$ cat config.mk
export PLATFORM = sky130hd
export DESIGN_NAME = sifm_mapper
export DESIGN_NICKNAME = d
export VERILOG_FILES = /design/src/hdl/sifm_pkg.sv /design/src/hdl/sifm_mapper.sv
export SDC_FILE = /design/constraint.sdc
export NUM_CORES = 1
export LEC_CHECK = 0
export BUFFER_PORTS_ARGS = -buffer_cell sky130_fd_sc_hd__buf_4
export CAP_MARGIN = 25
export CORE_ASPECT_RATIO = 1.5
export CORE_MARGIN = 2
export CORE_UTILIZATION = 63
export CTS_BUF_LIST = sky130_fd_sc_hd__clkbuf_8
export DETAILED_ROUTE_END_ITERATION = 16
export HOLD_SLACK_MARGIN = 0.02
export PLACE_DENSITY = 0.83
export SLEW_MARGIN = 0
export SYNTH_ARGS = -nofsm -noshare
export SYNTH_HDL_FRONTEND = slang
export SYNTH_SLANG_ARGS = --single-unit
$ cat constraint.sdc
create_clock -name ref_clk -period 7.2 [get_ports ref_clk]
set_input_delay 0.36 -clock ref_clk [delete_from_list [all_inputs] [get_ports ref_clk]]
set_output_delay 0.36 -clock ref_clk [all_outputs]
set_load 0.05 [all_outputs]
$ cat src/hdl/sifm_pkg.sv
// Operation
// Magnitude of each signed select, -37 to 37, picks the function fed.
// Positive select: conducting input reads ON; negative select inverts it.
// Inputs selecting the same function are ORed together.
// Functions no input selects read OFF unless forced.
// An active force bit drives its function ON, overriding everything else.
// Selects reset to codes 4, 3, 23, 0 and 0.
// Used travel limit permits motion only while its input is ON.
// Limit ignore: 0 both used, 1 forward ignored, 2 reverse ignored, 3 both.
// An ignored limit allows motion whatever its signal does.
// Enable source: 0 follows servo-on function, 1 enables by software.
// Enable source honoured only while the override setting is 0.
// Each fast input has a filter enable, 0 bypass, 1 filter, reset 0; filtered_inputs always takes the filtered level.
// Input one filter time in 0.1 ms steps, default 2.0 ms.
// Force mask bits 4..0: reverse, forward, alarm reset, servo-on, unused.
// Smaller filter time responds faster; larger rejects more noise.
// Raw inputs are filtered before polarity, OR-combining and forcing.
package sifm_pkg;

   localparam int SIFM_CLK_PERIOD_NS = 10;
   localparam int SIFM_TICK_NS = 100000;
   localparam int SIFM_TICK_CYCLES = SIFM_TICK_NS / SIFM_CLK_PERIOD_NS;
   localparam int SIFM_FAST_FILT_NS = 40;
   localparam int SIFM_FAST_FILT_CYCLES =
      (SIFM_FAST_FILT_NS + SIFM_CLK_PERIOD_NS - 1) / SIFM_CLK_PERIOD_NS;

   localparam int SIFM_NUM_INPUTS = 5;
   localparam int SIFM_NUM_FUNCS = 38;
   localparam int SIFM_SEL_W = 7;
   localparam int SIFM_CODE_W = 6;
   localparam int SIFM_FTIME_W = 10;

   // Register byte offsets
   localparam logic [7:0] SIFM_OFS_SEL_BASE = 8'h00;
   localparam logic [7:0] SIFM_OFS_LIMIT_IGNORE = 8'h14;
   localparam logic [7:0] SIFM_OFS_ENABLE_SOURCE = 8'h18;
   localparam logic [7:0] SIFM_OFS_ENABLE_OVERRIDE = 8'h1c;
   localparam logic [7:0] SIFM_OFS_FAST_FILTER_EN = 8'h20;
   localparam logic [7:0] SIFM_OFS_FILTER_TIME = 8'h24;
   localparam logic [7:0] SIFM_OFS_FORCE_MASK = 8'h28;
   localparam logic [7:0] SIFM_OFS_STATUS = 8'h2c;
   localparam logic [7:0] SIFM_OFS_FUNC_LOW = 8'h30;
   localparam logic [7:0] SIFM_OFS_FUNC_HIGH = 8'h34;

   // Reset values
   localparam logic [6:0] SIFM_RST_SEL1 = 7'h04;
   localparam logic [6:0] SIFM_RST_SEL2 = 7'h03;
   localparam logic [6:0] SIFM_RST_SEL3 = 7'h17;
   localparam logic [6:0] SIFM_RST_SEL4 = 7'h00;
   localparam logic [6:0] SIFM_RST_SEL5 = 7'h00;
   localparam logic [1:0] SIFM_RST_LIMIT_IGNORE = 2'h3;
   localparam logic SIFM_RST_ENABLE_SOURCE = 1'b0;
   localparam logic SIFM_RST_ENABLE_OVERRIDE = 1'b0;
   localparam logic [1:0] SIFM_RST_FAST_FILTER_EN = 2'h0;
   localparam logic [9:0] SIFM_RST_FILTER_TIME = 10'h014;
   localparam logic [4:0] SIFM_RST_FORCE_MASK = 5'h00;

   // Legal ranges
   localparam logic [5:0] SIFM_SEL_MAX = 6'h25;
   localparam logic [9:0] SIFM_FILTER_TIME_MIN = 10'h001;
   localparam logic [9:0] SIFM_FILTER_TIME_MAX = 10'h3e8;

   // Function codes
   localparam logic [5:0] SIFM_FN_SERVO_ON = 6'h01;
   localparam logic [5:0] SIFM_FN_ALARM_RESET = 6'h02;
   localparam logic [5:0] SIFM_FN_FWD_LIMIT = 6'h03;
   localparam logic [5:0] SIFM_FN_REV_LIMIT = 6'h04;

   // Force mask bit positions
   localparam int SIFM_FORCE_SERVO_ON_BIT = 1;
   localparam int SIFM_FORCE_ALARM_RESET_BIT = 2;
   localparam int SIFM_FORCE_FWD_LIMIT_BIT = 3;
   localparam int SIFM_FORCE_REV_LIMIT_BIT = 4;

   // Limit ignore bit positions
   localparam int SIFM_IGNORE_FWD_BIT = 0;
   localparam int SIFM_IGNORE_REV_BIT = 1;

   typedef struct packed {
      logic reverse_allow;
      logic forward_allow;
      logic alarm_reset;
      logic servo_enable;
   } sifm_motion_type;

   typedef struct packed {
      logic [1:0] fast;
      logic [4:0] general;
   } sifm_inputs_type;

endpackage

$ cat src/hdl/sifm_mapper.sv
module sifm_mapper
   import sifm_pkg::*;
#(
   parameter int TICK_CYCLES = SIFM_TICK_CYCLES
)
(
   input wire logic ref_clk,
   input wire logic sys_rst,
   input wire logic [7:0] avs_address,
   input wire logic avs_read,
   input wire logic avs_write,
   input wire logic [31:0] avs_writedata,
   input wire logic [3:0] avs_byteenable,
   output logic [31:0] avs_readdata,
   output logic avs_waitrequest,
   input wire logic [4:0] general_input_raw,
   input wire logic fast_input_one,
   input wire logic fast_input_two,
   output logic fast_input_one_out,
   output logic fast_input_two_out,
   output sifm_inputs_type filtered_inputs,
   output sifm_motion_type motion,
   output logic [37:0] function_state
);

   localparam int TICK_W = $clog2(TICK_CYCLES + 1);
   localparam int FAST_W = $clog2(SIFM_FAST_FILT_CYCLES + 1);

   // Settings
   logic [6:0] func_select [SIFM_NUM_INPUTS];
   logic [1:0] limit_ignore_select;
   logic enable_source_select;
   logic enable_source_override;
   logic [1:0] fast_filter_enable;
   logic [9:0] input_one_filter_time;
   logic [4:0] function_force_mask_one;

   // Bus decode
   logic bus_req;
   logic bus_take;
   logic [31:0] next_readdata;
   logic sel_hit;
   logic [2:0] sel_index;

   assign bus_req = avs_read | avs_write;
   assign bus_take = avs_write & ~avs_waitrequest;
   assign sel_index = avs_address[4:2];
   assign sel_hit = (avs_address[1:0] == 2'h0) &&
                    (avs_address < SIFM_OFS_LIMIT_IGNORE);

   // Request seen with waitrequest high, answered the next cycle
   always_ff @(posedge ref_clk)
   begin
      if (sys_rst)
      begin
         avs_waitrequest <= 1'b1;
         avs_readdata <= 32'h0000_0000;
      end
      else if (bus_req && avs_waitrequest)
      begin
         avs_waitrequest <= 1'b0;
         avs_readdata <= avs_read ? next_readdata : 32'h0000_0000;
      end
      else
      begin
         avs_waitrequest <= 1'b1;
      end
   end

   // Writes take effect at the edge that completes the transfer
   always_ff @(posedge ref_clk)
   begin
      if (sys_rst)
      begin
         func_select[0] <= SIFM_RST_SEL1;
         func_select[1] <= SIFM_RST_SEL2;
         func_select[2] <= SIFM_RST_SEL3;
         func_select[3] <= SIFM_RST_SEL4;
         func_select[4] <= SIFM_RST_SEL5;
      end
      else if (bus_take && sel_hit && avs_byteenable[0])
      begin
         // Out-of-range codes are ignored
         // A negative code with zero low bits is -64 and must be refused
         if (avs_writedata[6] ?
             ((avs_writedata[5:0] != 6'h00) &&
              ((~avs_writedata[5:0] + 6'h01) <= SIFM_SEL_MAX)) :
             (avs_writedata[5:0] <= SIFM_SEL_MAX))
         begin
            func_select[sel_index] <= avs_writedata[6:0];
         end
      end
   end

   always_ff @(posedge ref_clk)
   begin
      if (sys_rst)
      begin
         limit_ignore_select <= SIFM_RST_LIMIT_IGNORE;
         enable_source_select <= SIFM_RST_ENABLE_SOURCE;
         enable_source_override <= SIFM_RST_ENABLE_OVERRIDE;
         fast_filter_enable <= SIFM_RST_FAST_FILTER_EN;
         input_one_filter_time <= SIFM_RST_FILTER_TIME;
         function_force_mask_one <= SIFM_RST_FORCE_MASK;
      end
      else if (bus_take && avs_byteenable[0])
      begin
         case (avs_address)
            SIFM_OFS_LIMIT_IGNORE:
               limit_ignore_select <= avs_writedata[1:0];
            SIFM_OFS_ENABLE_SOURCE:
               enable_source_select <= avs_writedata[0];
            SIFM_OFS_ENABLE_OVERRIDE:
               enable_source_override <= avs_writedata[0];
            SIFM_OFS_FAST_FILTER_EN:
               fast_filter_enable <= avs_writedata[1:0];
            SIFM_OFS_FILTER_TIME:
            begin
               if (avs_byteenable[1] &&
                   avs_writedata[9:0] >= SIFM_FILTER_TIME_MIN &&
                   avs_writedata[9:0] <= SIFM_FILTER_TIME_MAX)
               begin
                  input_one_filter_time <= avs_writedata[9:0];
               end
            end
            SIFM_OFS_FORCE_MASK:
               function_force_mask_one <= avs_writedata[4:0];
            default:
            begin
            end
         endcase
      end
   end

   always_comb
   begin
      next_readdata = 32'h0000_0000;
      if (sel_hit)
      begin
         next_readdata = {{25{1'b0}}, func_select[sel_index]};
      end
      else
      begin
         case (avs_address)
            SIFM_OFS_LIMIT_IGNORE:
               next_readdata = {30'h0000_0000, limit_ignore_select};
            SIFM_OFS_ENABLE_SOURCE:
               next_readdata = {31'h0000_0000, enable_source_select};
            SIFM_OFS_ENABLE_OVERRIDE:
               next_readdata = {31'h0000_0000, enable_source_override};
            SIFM_OFS_FAST_FILTER_EN:
               next_readdata = {30'h0000_0000, fast_filter_enable};
            SIFM_OFS_FILTER_TIME:
               next_readdata = {22'h00_0000, input_one_filter_time};
            SIFM_OFS_FORCE_MASK:
               next_readdata = {27'h000_0000, function_force_mask_one};
            SIFM_OFS_STATUS:
               next_readdata = {21'h00_0000, motion, filtered_inputs};
            SIFM_OFS_FUNC_LOW:
               next_readdata = function_state[31:0];
            SIFM_OFS_FUNC_HIGH:
               next_readdata = {26'h000_0000, function_state[37:32]};
            default:
               next_readdata = 32'h0000_0000;
         endcase
      end
   end

   // 0.1 ms time base
   logic [TICK_W-1:0] tick_count;
   logic tick;

   always_ff @(posedge ref_clk)
   begin
      if (sys_rst)
      begin
         tick_count <= '0;
         tick <= 1'b0;
      end
      else if (tick_count == TICK_W'(TICK_CYCLES - 1))
      begin
         tick_count <= '0;
         tick <= 1'b1;
      end
      else
      begin
         tick_count <= tick_count + TICK_W'(1);
         tick <= 1'b0;
      end
   end

   // Three-stage synchronisers; a level is accepted once stages 2 and 3 agree
   logic [6:0] sync_a;
   logic [6:0] sync_b;
   logic [6:0] sync_c;
   logic [6:0] pin_level;
   logic [6:0] raw_pins;

   assign raw_pins = {fast_input_two, fast_input_one, general_input_raw};

   always_ff @(posedge ref_clk)
   begin
      if (sys_rst)
      begin
         sync_a <= 7'h00;
         sync_b <= 7'h00;
         sync_c <= 7'h00;
         pin_level <= 7'h00;
      end
      else
      begin
         sync_a <= raw_pins;
         sync_b <= sync_a;
         sync_c <= sync_b;
         for (int i = 0; i < 7; i++)
         begin
            if (sync_b[i] == sync_c[i])
            begin
               pin_level[i] <= sync_c[i];
            end
         end
      end
   end

   // General input filters: a change is taken after it holds for the
   // filter time counted in 0.1 ms ticks
   logic [4:0] gen_filt;
   logic [9:0] gen_count [SIFM_NUM_INPUTS];

   generate
      for (genvar g = 0; g < SIFM_NUM_INPUTS; g++)
      begin : gen_filter
         logic [9:0] limit;
         assign limit = (g == 0) ? input_one_filter_time
                                 : SIFM_RST_FILTER_TIME;
         always_ff @(posedge ref_clk)
         begin
            if (sys_rst)
            begin
               gen_filt[g] <= 1'b0;
               gen_count[g] <= 10'h000;
            end
            else if (pin_level[g] == gen_filt[g])
            begin
               gen_count[g] <= 10'h000;
            end
            else if (tick)
            begin
               if (gen_count[g] + 10'h001 >= limit)
               begin
                  gen_filt[g] <= pin_level[g];
                  gen_count[g] <= 10'h000;
               end
               else
               begin
                  gen_count[g] <= gen_count[g] + 10'h001;
               end
            end
         end
      end
   endgenerate

   // Fast input filters, bypassed at fast_input_one_out and fast_input_two_out while disabled
   logic [1:0] fast_filt;
   logic [FAST_W-1:0] fast_count [2];

   generate
      for (genvar f = 0; f < 2; f++)
      begin : fast_filter
         always_ff @(posedge ref_clk)
         begin
            if (sys_rst)
            begin
               fast_filt[f] <= 1'b0;
               fast_count[f] <= '0;
            end
            else if (pin_level[5 + f] == fast_filt[f])
            begin
               fast_count[f] <= '0;
            end
            else if (fast_count[f] ==
                     FAST_W'(SIFM_FAST_FILT_CYCLES - 1))
            begin
               fast_filt[f] <= pin_level[5 + f];
               fast_count[f] <= '0;
            end
            else
            begin
               fast_count[f] <= fast_count[f] + FAST_W'(1);
            end
         end
      end
   endgenerate

   always_ff @(posedge ref_clk)
   begin
      if (sys_rst)
      begin
         fast_input_one_out <= 1'b0;
         fast_input_two_out <= 1'b0;
      end
      else
      begin
         fast_input_one_out <= fast_filter_enable[0] ? fast_filt[0]
                                                     : pin_level[5];
         fast_input_two_out <= fast_filter_enable[1] ? fast_filt[1]
                                                     : pin_level[6];
      end
   end

   // Function mapping
   logic [37:0] next_function_state;
   logic [5:0] code;
   logic active;

   always_comb
   begin
      next_function_state = 38'h00_0000_0000;
      code = 6'h00;
      active = 1'b0;
      for (int i = 0; i < SIFM_NUM_INPUTS; i++)
      begin
         code = func_select[i][6] ? (~func_select[i][5:0] + 6'h01)
                                  : func_select[i][5:0];
         active = gen_filt[i] ^ func_select[i][6];
         if (code != 6'h00)
         begin
            next_function_state[code] = next_function_state[code] |
                                        active;
         end
      end
      if (function_force_mask_one[SIFM_FORCE_SERVO_ON_BIT])
      begin
         next_function_state[SIFM_FN_SERVO_ON] = 1'b1;
      end
      if (function_force_mask_one[SIFM_FORCE_ALARM_RESET_BIT])
      begin
         next_function_state[SIFM_FN_ALARM_RESET] = 1'b1;
      end
      if (function_force_mask_one[SIFM_FORCE_FWD_LIMIT_BIT])
      begin
         next_function_state[SIFM_FN_FWD_LIMIT] = 1'b1;
      end
      if (function_force_mask_one[SIFM_FORCE_REV_LIMIT_BIT])
      begin
         next_function_state[SIFM_FN_REV_LIMIT] = 1'b1;
      end
   end

   always_ff @(posedge ref_clk)
   begin
      if (sys_rst)
      begin
         function_state <= 38'h00_0000_0000;
         filtered_inputs <= '0;
      end
      else
      begin
         function_state <= next_function_state;
         filtered_inputs <= {fast_filt, gen_filt};
      end
   end

   // Motion permissions and servo enable
   always_ff @(posedge ref_clk)
   begin
      if (sys_rst)
      begin
         motion <= '0;
      end
      else
      begin
         motion.forward_allow <=
            limit_ignore_select[SIFM_IGNORE_FWD_BIT] |
            next_function_state[SIFM_FN_FWD_LIMIT];
         motion.reverse_allow <=
            limit_ignore_select[SIFM_IGNORE_REV_BIT] |
            next_function_state[SIFM_FN_REV_LIMIT];
         motion.alarm_reset <= next_function_state[SIFM_FN_ALARM_RESET];
         motion.servo_enable <=
            (enable_source_select & ~enable_source_override) |
            next_function_state[SIFM_FN_SERVO_ON];
      end
   end

endmodule

==> impl_metrics.csv, run 1 <==
group,metric,value,unit
status,run_status,"aborted with a tool error",
status,stop_stage,"global routing",
status,error_line,"[ERROR GRT-0116] Global routing finished with congestion. Check the congestion regions in the DRC Viewer.",
yosys,yosys-mux-area-fraction,4.85,%
yosys,synth_ff_type,"dfxtp_1",
yosys,synth_largest_area_cell,"edfxtp_1",
yosys,yosysWarnings,0,
place,post_dp_cell_area,20400,um^2
yosys,syn-instance-count,2179,
cts,htreeDepth,2,
global_routing,grt_start_max_net_pins,72,
floorplanning,die_y,213,um
floorplanning,die_width,143,um
yosys,synth-edff-count,112,
global_routing,grt_pass1_wl,156000,um
yosys,synth_cell_types,115,
place,portBuffers,114,
place,place_inst,2747,
yosys,synthXorXnorAreaFrac,3.78,%
cts,cts_setup_buffers,0,
place,place.gp.congestion,1.21,
yosys,synth_compound_area_share,26.2,%
cts,cts_resized,0,
floorplanning,num_rows,76,
yosys,synth_area_leaders,"edfxtp_1, dfxtp_1, nor2_1, nand2_1, a21oi_1",
yosys,synth-simple-area-share,23.8,%
yosys,syn_area_per_cell,8.40,um^2
cts,clk_path_buf_depth,3,
yosys,synth_top_family_by_area,"compound AO/OA/AOI/OAI gates",
yosys,syn_area,18300,um^2
yosys,synth_top_area_share,18.4,%
global_routing,grt.total_usage,67.9,%
yosys,synth_fa_ha_area_share,1.98,%
cts,numCtsBuffers,35,
place,dp_hpwl,60300,um
cts,clock-sinks,266,
floorplanning,start_util,63.9,%
global_routing,gr-total-overflow,24,
yosys,ys_async_sr_fraction,0,%
yosys,synth-seq-cells,266,
yosys,yosysSeqAreaShare,35.2,%
global_routing,grt_pass1_vias,24100,
cts,root_buffer,"clkbuf_8",
floorplanning,ios,139,
[cells by family after synthesis]
group                      after synthesis
xor gates and xnor gates                76
other                                    2
and+or+nand+nor                        892
AOI/OAI and AO/OA                      662
adders and majority gates               29
buffers and inverters                  183
muxes                                   69
DFF                                    266
[per-layer routing]
layer  overflow  global-route usage (%)
met1          0                    66.3
met2         14                    89.6
met4          8                    74.1
met3          2                    44.4
met5          0                    11.7
[synth_stat cells (11+ instances only)]
master      n
ha_1       29
nor3b_1    12
o21a_1     11
nand3_1    78
a22oi_1    52
a31oi_1    43
or3_1      21
and3_1     15
a21oi_1   127
and2_1     36
or2_2      13
o22ai_1    21
o211ai_1   23
nand2b_1   33
mux2i_1    47
inv_1      45
dfxtp_1   154
edfxtp_1  112
nor2b_1    55
o31ai_1    22
o21ai_0   107
nand2_1   230
a311oi_1   19
buf_2      18
xnor2_1    42
a211oi_1   30
a311oi_2   11
a211o_1    12
mux4_2     15
a221oi_1   20
nor4_1     15
nor2_1    260
nand4_1    15
xor2_1     32
clkbuf_1   97
nor3_1     61
[through the flow]
step | hold slack (ps) | setup WS [ps] | utilization (%)
floorplan | 414 | 1390 | -
global placement | 420 | 548 | 71.4
detailed placement | 426 | 546 | 71.4
CTS | 28.1 | 390 | 73.9
[timing repair]
item / 4_1_cts
hold endpoints to repair: 2
setup endpoints to repair: 0
hold buffers: 2
==> run 2, diff against run 1 <==
- CORE_ASPECT_RATIO: 1.5 -> not set
- CORE_UTILIZATION: 63 -> 40
- CTS_BUF_LIST: sky130_fd_sc_hd__clkbuf_8 -> not set
- HOLD_SLACK_MARGIN: 0.02 -> not set
- PLACE_DENSITY: 0.83 -> not set
- PLACE_DENSITY_LB_ADDON: not set -> 0.15
==> run 2 against run 1 <==
The run now ends clean; synthesized cell count is the same; area after synthesis is the same.
==> impl_metrics.csv, run 2 <==
group,metric,value,unit
status,run_status,"finished, final reports clean",
routing,drtPass1Iterations,6,
hold_path,hold_start,"avs_writedata[4]",
floorplanning,start_util,40.4,%
yosys,yosysWarnings,0,
routing,routed_wl,72100,um
setup_path,path_class,"register to register",
yosys,synth-edff-count,112,
routing,drt_iter0_drc,1867,
global_routing,grt_pass1_wl,108000,um
global_routing,antenna_found_initial,0,
finish,diodes,0,
floorplanning,die_y,218,um
yosys,synth_cell_types,115,
setup_path,rrSetupSlack,370,ps
hold_path,whs_endpoint,"func_select[7][4]",
timing,setup_tns,0,ps
global_routing,grt_start_max_net_pins,73,
place,place.gp.congestion,1.02,
yosys,synthTopCellsByCount,"nor2_1, nand2_1, dfxtp_1",
global_routing,grt.total_usage,29.7,%
routing,vias_per_cell,6.19,
cts,cts_tree,"yes",
routing,wl_per_cell,24.2,um
finish,top_regs,"func_select (56), gen_count (50), function_state (38)",
timing,rsz0062_at_grt,"false",
cts,clk_path_buf_depth,3,
finish,regMostFlops,"func_select",
floorplanning,ios,139,
yosys,syn_area,18300,um^2
timing,max_slew_margin,18.4,%
cts,root_buffer,"clkbuf_16",
yosys,synth_top_area_share,18.4,%
timing,clock-skew-final,15.4,ps
cts,cts_setup_buffers,0,
place,dp_hpwl,55800,um
finish,drive_above_1_share,16.1,%
hold_path,min_path_cells,1,
place,portBuffers,114,
finish,nets,2438,
setup_path,crit_path_end_kind,"register",
cts,clk-insertion-delay-late,580,ps
power,power_density,175,nW/um^2
yosys,ys_async_sr_fraction,0,%
yosys,syn_area_per_cell,8.40,um^2
floorplanning,coreArea,45300,um^2
timing,final.min_clock_period,6830,ps
power,vdd_drop_max,0.208,mV
setup_path,arrival,7260,ps
yosys,yosysMostFrequentCell,"nor2_1",
timing,fin_ws,365,ps
timing,worst_pin_slew,1220,ps
finish,area_delta_synth_final,18.0,%
yosys,yosysSeqAreaShare,35.2,%
setup_path,rr_endpoint,"function_state[22]",
power,p_leak,7.84,nW
routing,routed-via-count,18400,
yosys,synth-seq-cells,266,
setup_path,crit_fanout,26,
yosys,syn-instance-count,2179,
cts,clock-sinks,266,
yosys,synth_ff_type,"dfxtp_1",
place,place_inst,2916,
run,cap_viol_max_count,0,
finish,layout_commonest_cell,"nor2_1",
hold_path,hp-class,"primary input to register",
setup_path,worstPathRequired,7620,ps
setup_path,reg2reg_depth,21,
finish,final_cells,2977,
routing,ant_nets,0,
finish,mostFrequentLayoutCells,"nor2_1, nand2_1, buf_4",
yosys,synth_area_leaders,"edfxtp_1, dfxtp_1, nor2_1, nand2_1, a21oi_1",
place,dp_slack,681,ps
global_routing,grt_pass1_vias,17500,
timing,fin_crit_sh,94.9,%
timing,fin_hold_ws,23.9,ps
timing,finalSetupViolations,0,
floorplanning,num_rows,78,
cts,numCtsBuffers,29,
setup_path,start_kind,"register",
cts,clkTransAtPathRegs,60,ps
setup_path,timing.rr.start,"func_select[1][2]",
global_routing,gr-total-overflow,0,
floorplanning,die-area,47500,um^2
finish,largest_reg_flops,56,
routing,drc,0,
cts,htreeDepth,1,
yosys,synth_largest_area_cell,"edfxtp_1",
timing,max_freq,146,MHz
timing,hold_viol,0,
timing,final_max_slew_viol_count,0,
floorplanning,die_width,218,um
## run 2: power by group
part	switching, mW	internal, mW	leakage (nW)	total, mW
clock	0.630	1.02	0.558	1.65
combinational	0.330	0.157	4.85	0.487
sequential	0.0320	1.60	2.43	1.63
## run 2: cell families after synthesis
| logic type | count (synthesis) | share of synthesized area, % |
|---|---|---|
| other | 2 | 0.0410 |
| buffers and inverters | 183 | 4.14 |
| adder cells (fa/ha/maj) | 29 | 1.98 |
| multiplexers | 69 | 4.85 |
| flip-flops | 266 | 35.2 |
| AO/OA/AOI/OAI | 662 | 26.2 |
| XOR/XNOR | 76 | 3.78 |
| AND/OR/NAND/NOR | 892 | 23.8 |
## run 2: worst max-delay path by stage
stage                         endpoint  depth (start not counted)              start  slack, ps
floorplan           function_state[25]                         25  func_select[1][0]       1390
global placement    function_state[21]                         20  func_select[2][2]        350
detailed placement  function_state[21]                         22  func_select[0][6]        680
CTS                 function_state[21]                         22  func_select[0][6]        630
global route        function_state[20]                         22  func_select[0][6]        200
finish              function_state[22]                         21  func_select[1][2]        370
## run 2: critical path, stage by stage, from the launching register on
cell and delay [ps]:
edfxtp_1 760, xnor2_2 520, a32o_1 480, buf_4 260
a222oi_1 110, a21oi_1 420, a21boi_0 360, o31ai_1 170
and4_1 380, o31ai_1 750, nor2_1 80, nor4_1 410
buf_4 200, o221ai_1 110, buf_4 180, o21ai_0 400
o221ai_1 190, o221a_2 330, nor2_4 130, buf_12 210
buf_12 130, o31ai_2 50
## run 2: final cells by class
class | count | area (um^2)
Fill cell | 4502 | 23700
Multi-Input combinational cell | 1775 | 11300
Sequential cell | 266 | 6450
Timing Repair Buffer | 234 | 1800
Clock buffer | 44 | 1010
Tap cell | 600 | 751
Inverter | 48 | 180
Clock inverter | 10 | 106
## run 2: per-stage QoR
step                util, %  cell area, um^2  power (mW)
finish                 47.7            21600        3.77
global route           47.7            21600        3.89
CTS                    47.7            21600        3.79
detailed placement     45.0            20400        2.14
global placement       45.0            20400        2.13
floorplan                 -            18500        1.95
## run 2: metal layers
layer	global-route usage [%]	routed length, um	up-vias
met1	39.4	30200	8912
met4	11.5	3090	0
met5	0	0	-
li1	-	-	8495
met2	48.9	33200	840
met3	4.18	5680	188
## run 2: repair_timing
item	CTS	global route
resized for setup	0	0
hold buffers	7	0
endpoints found under the hold margin	7	0
Note: power is estimated with default switching activity, not from simulation.
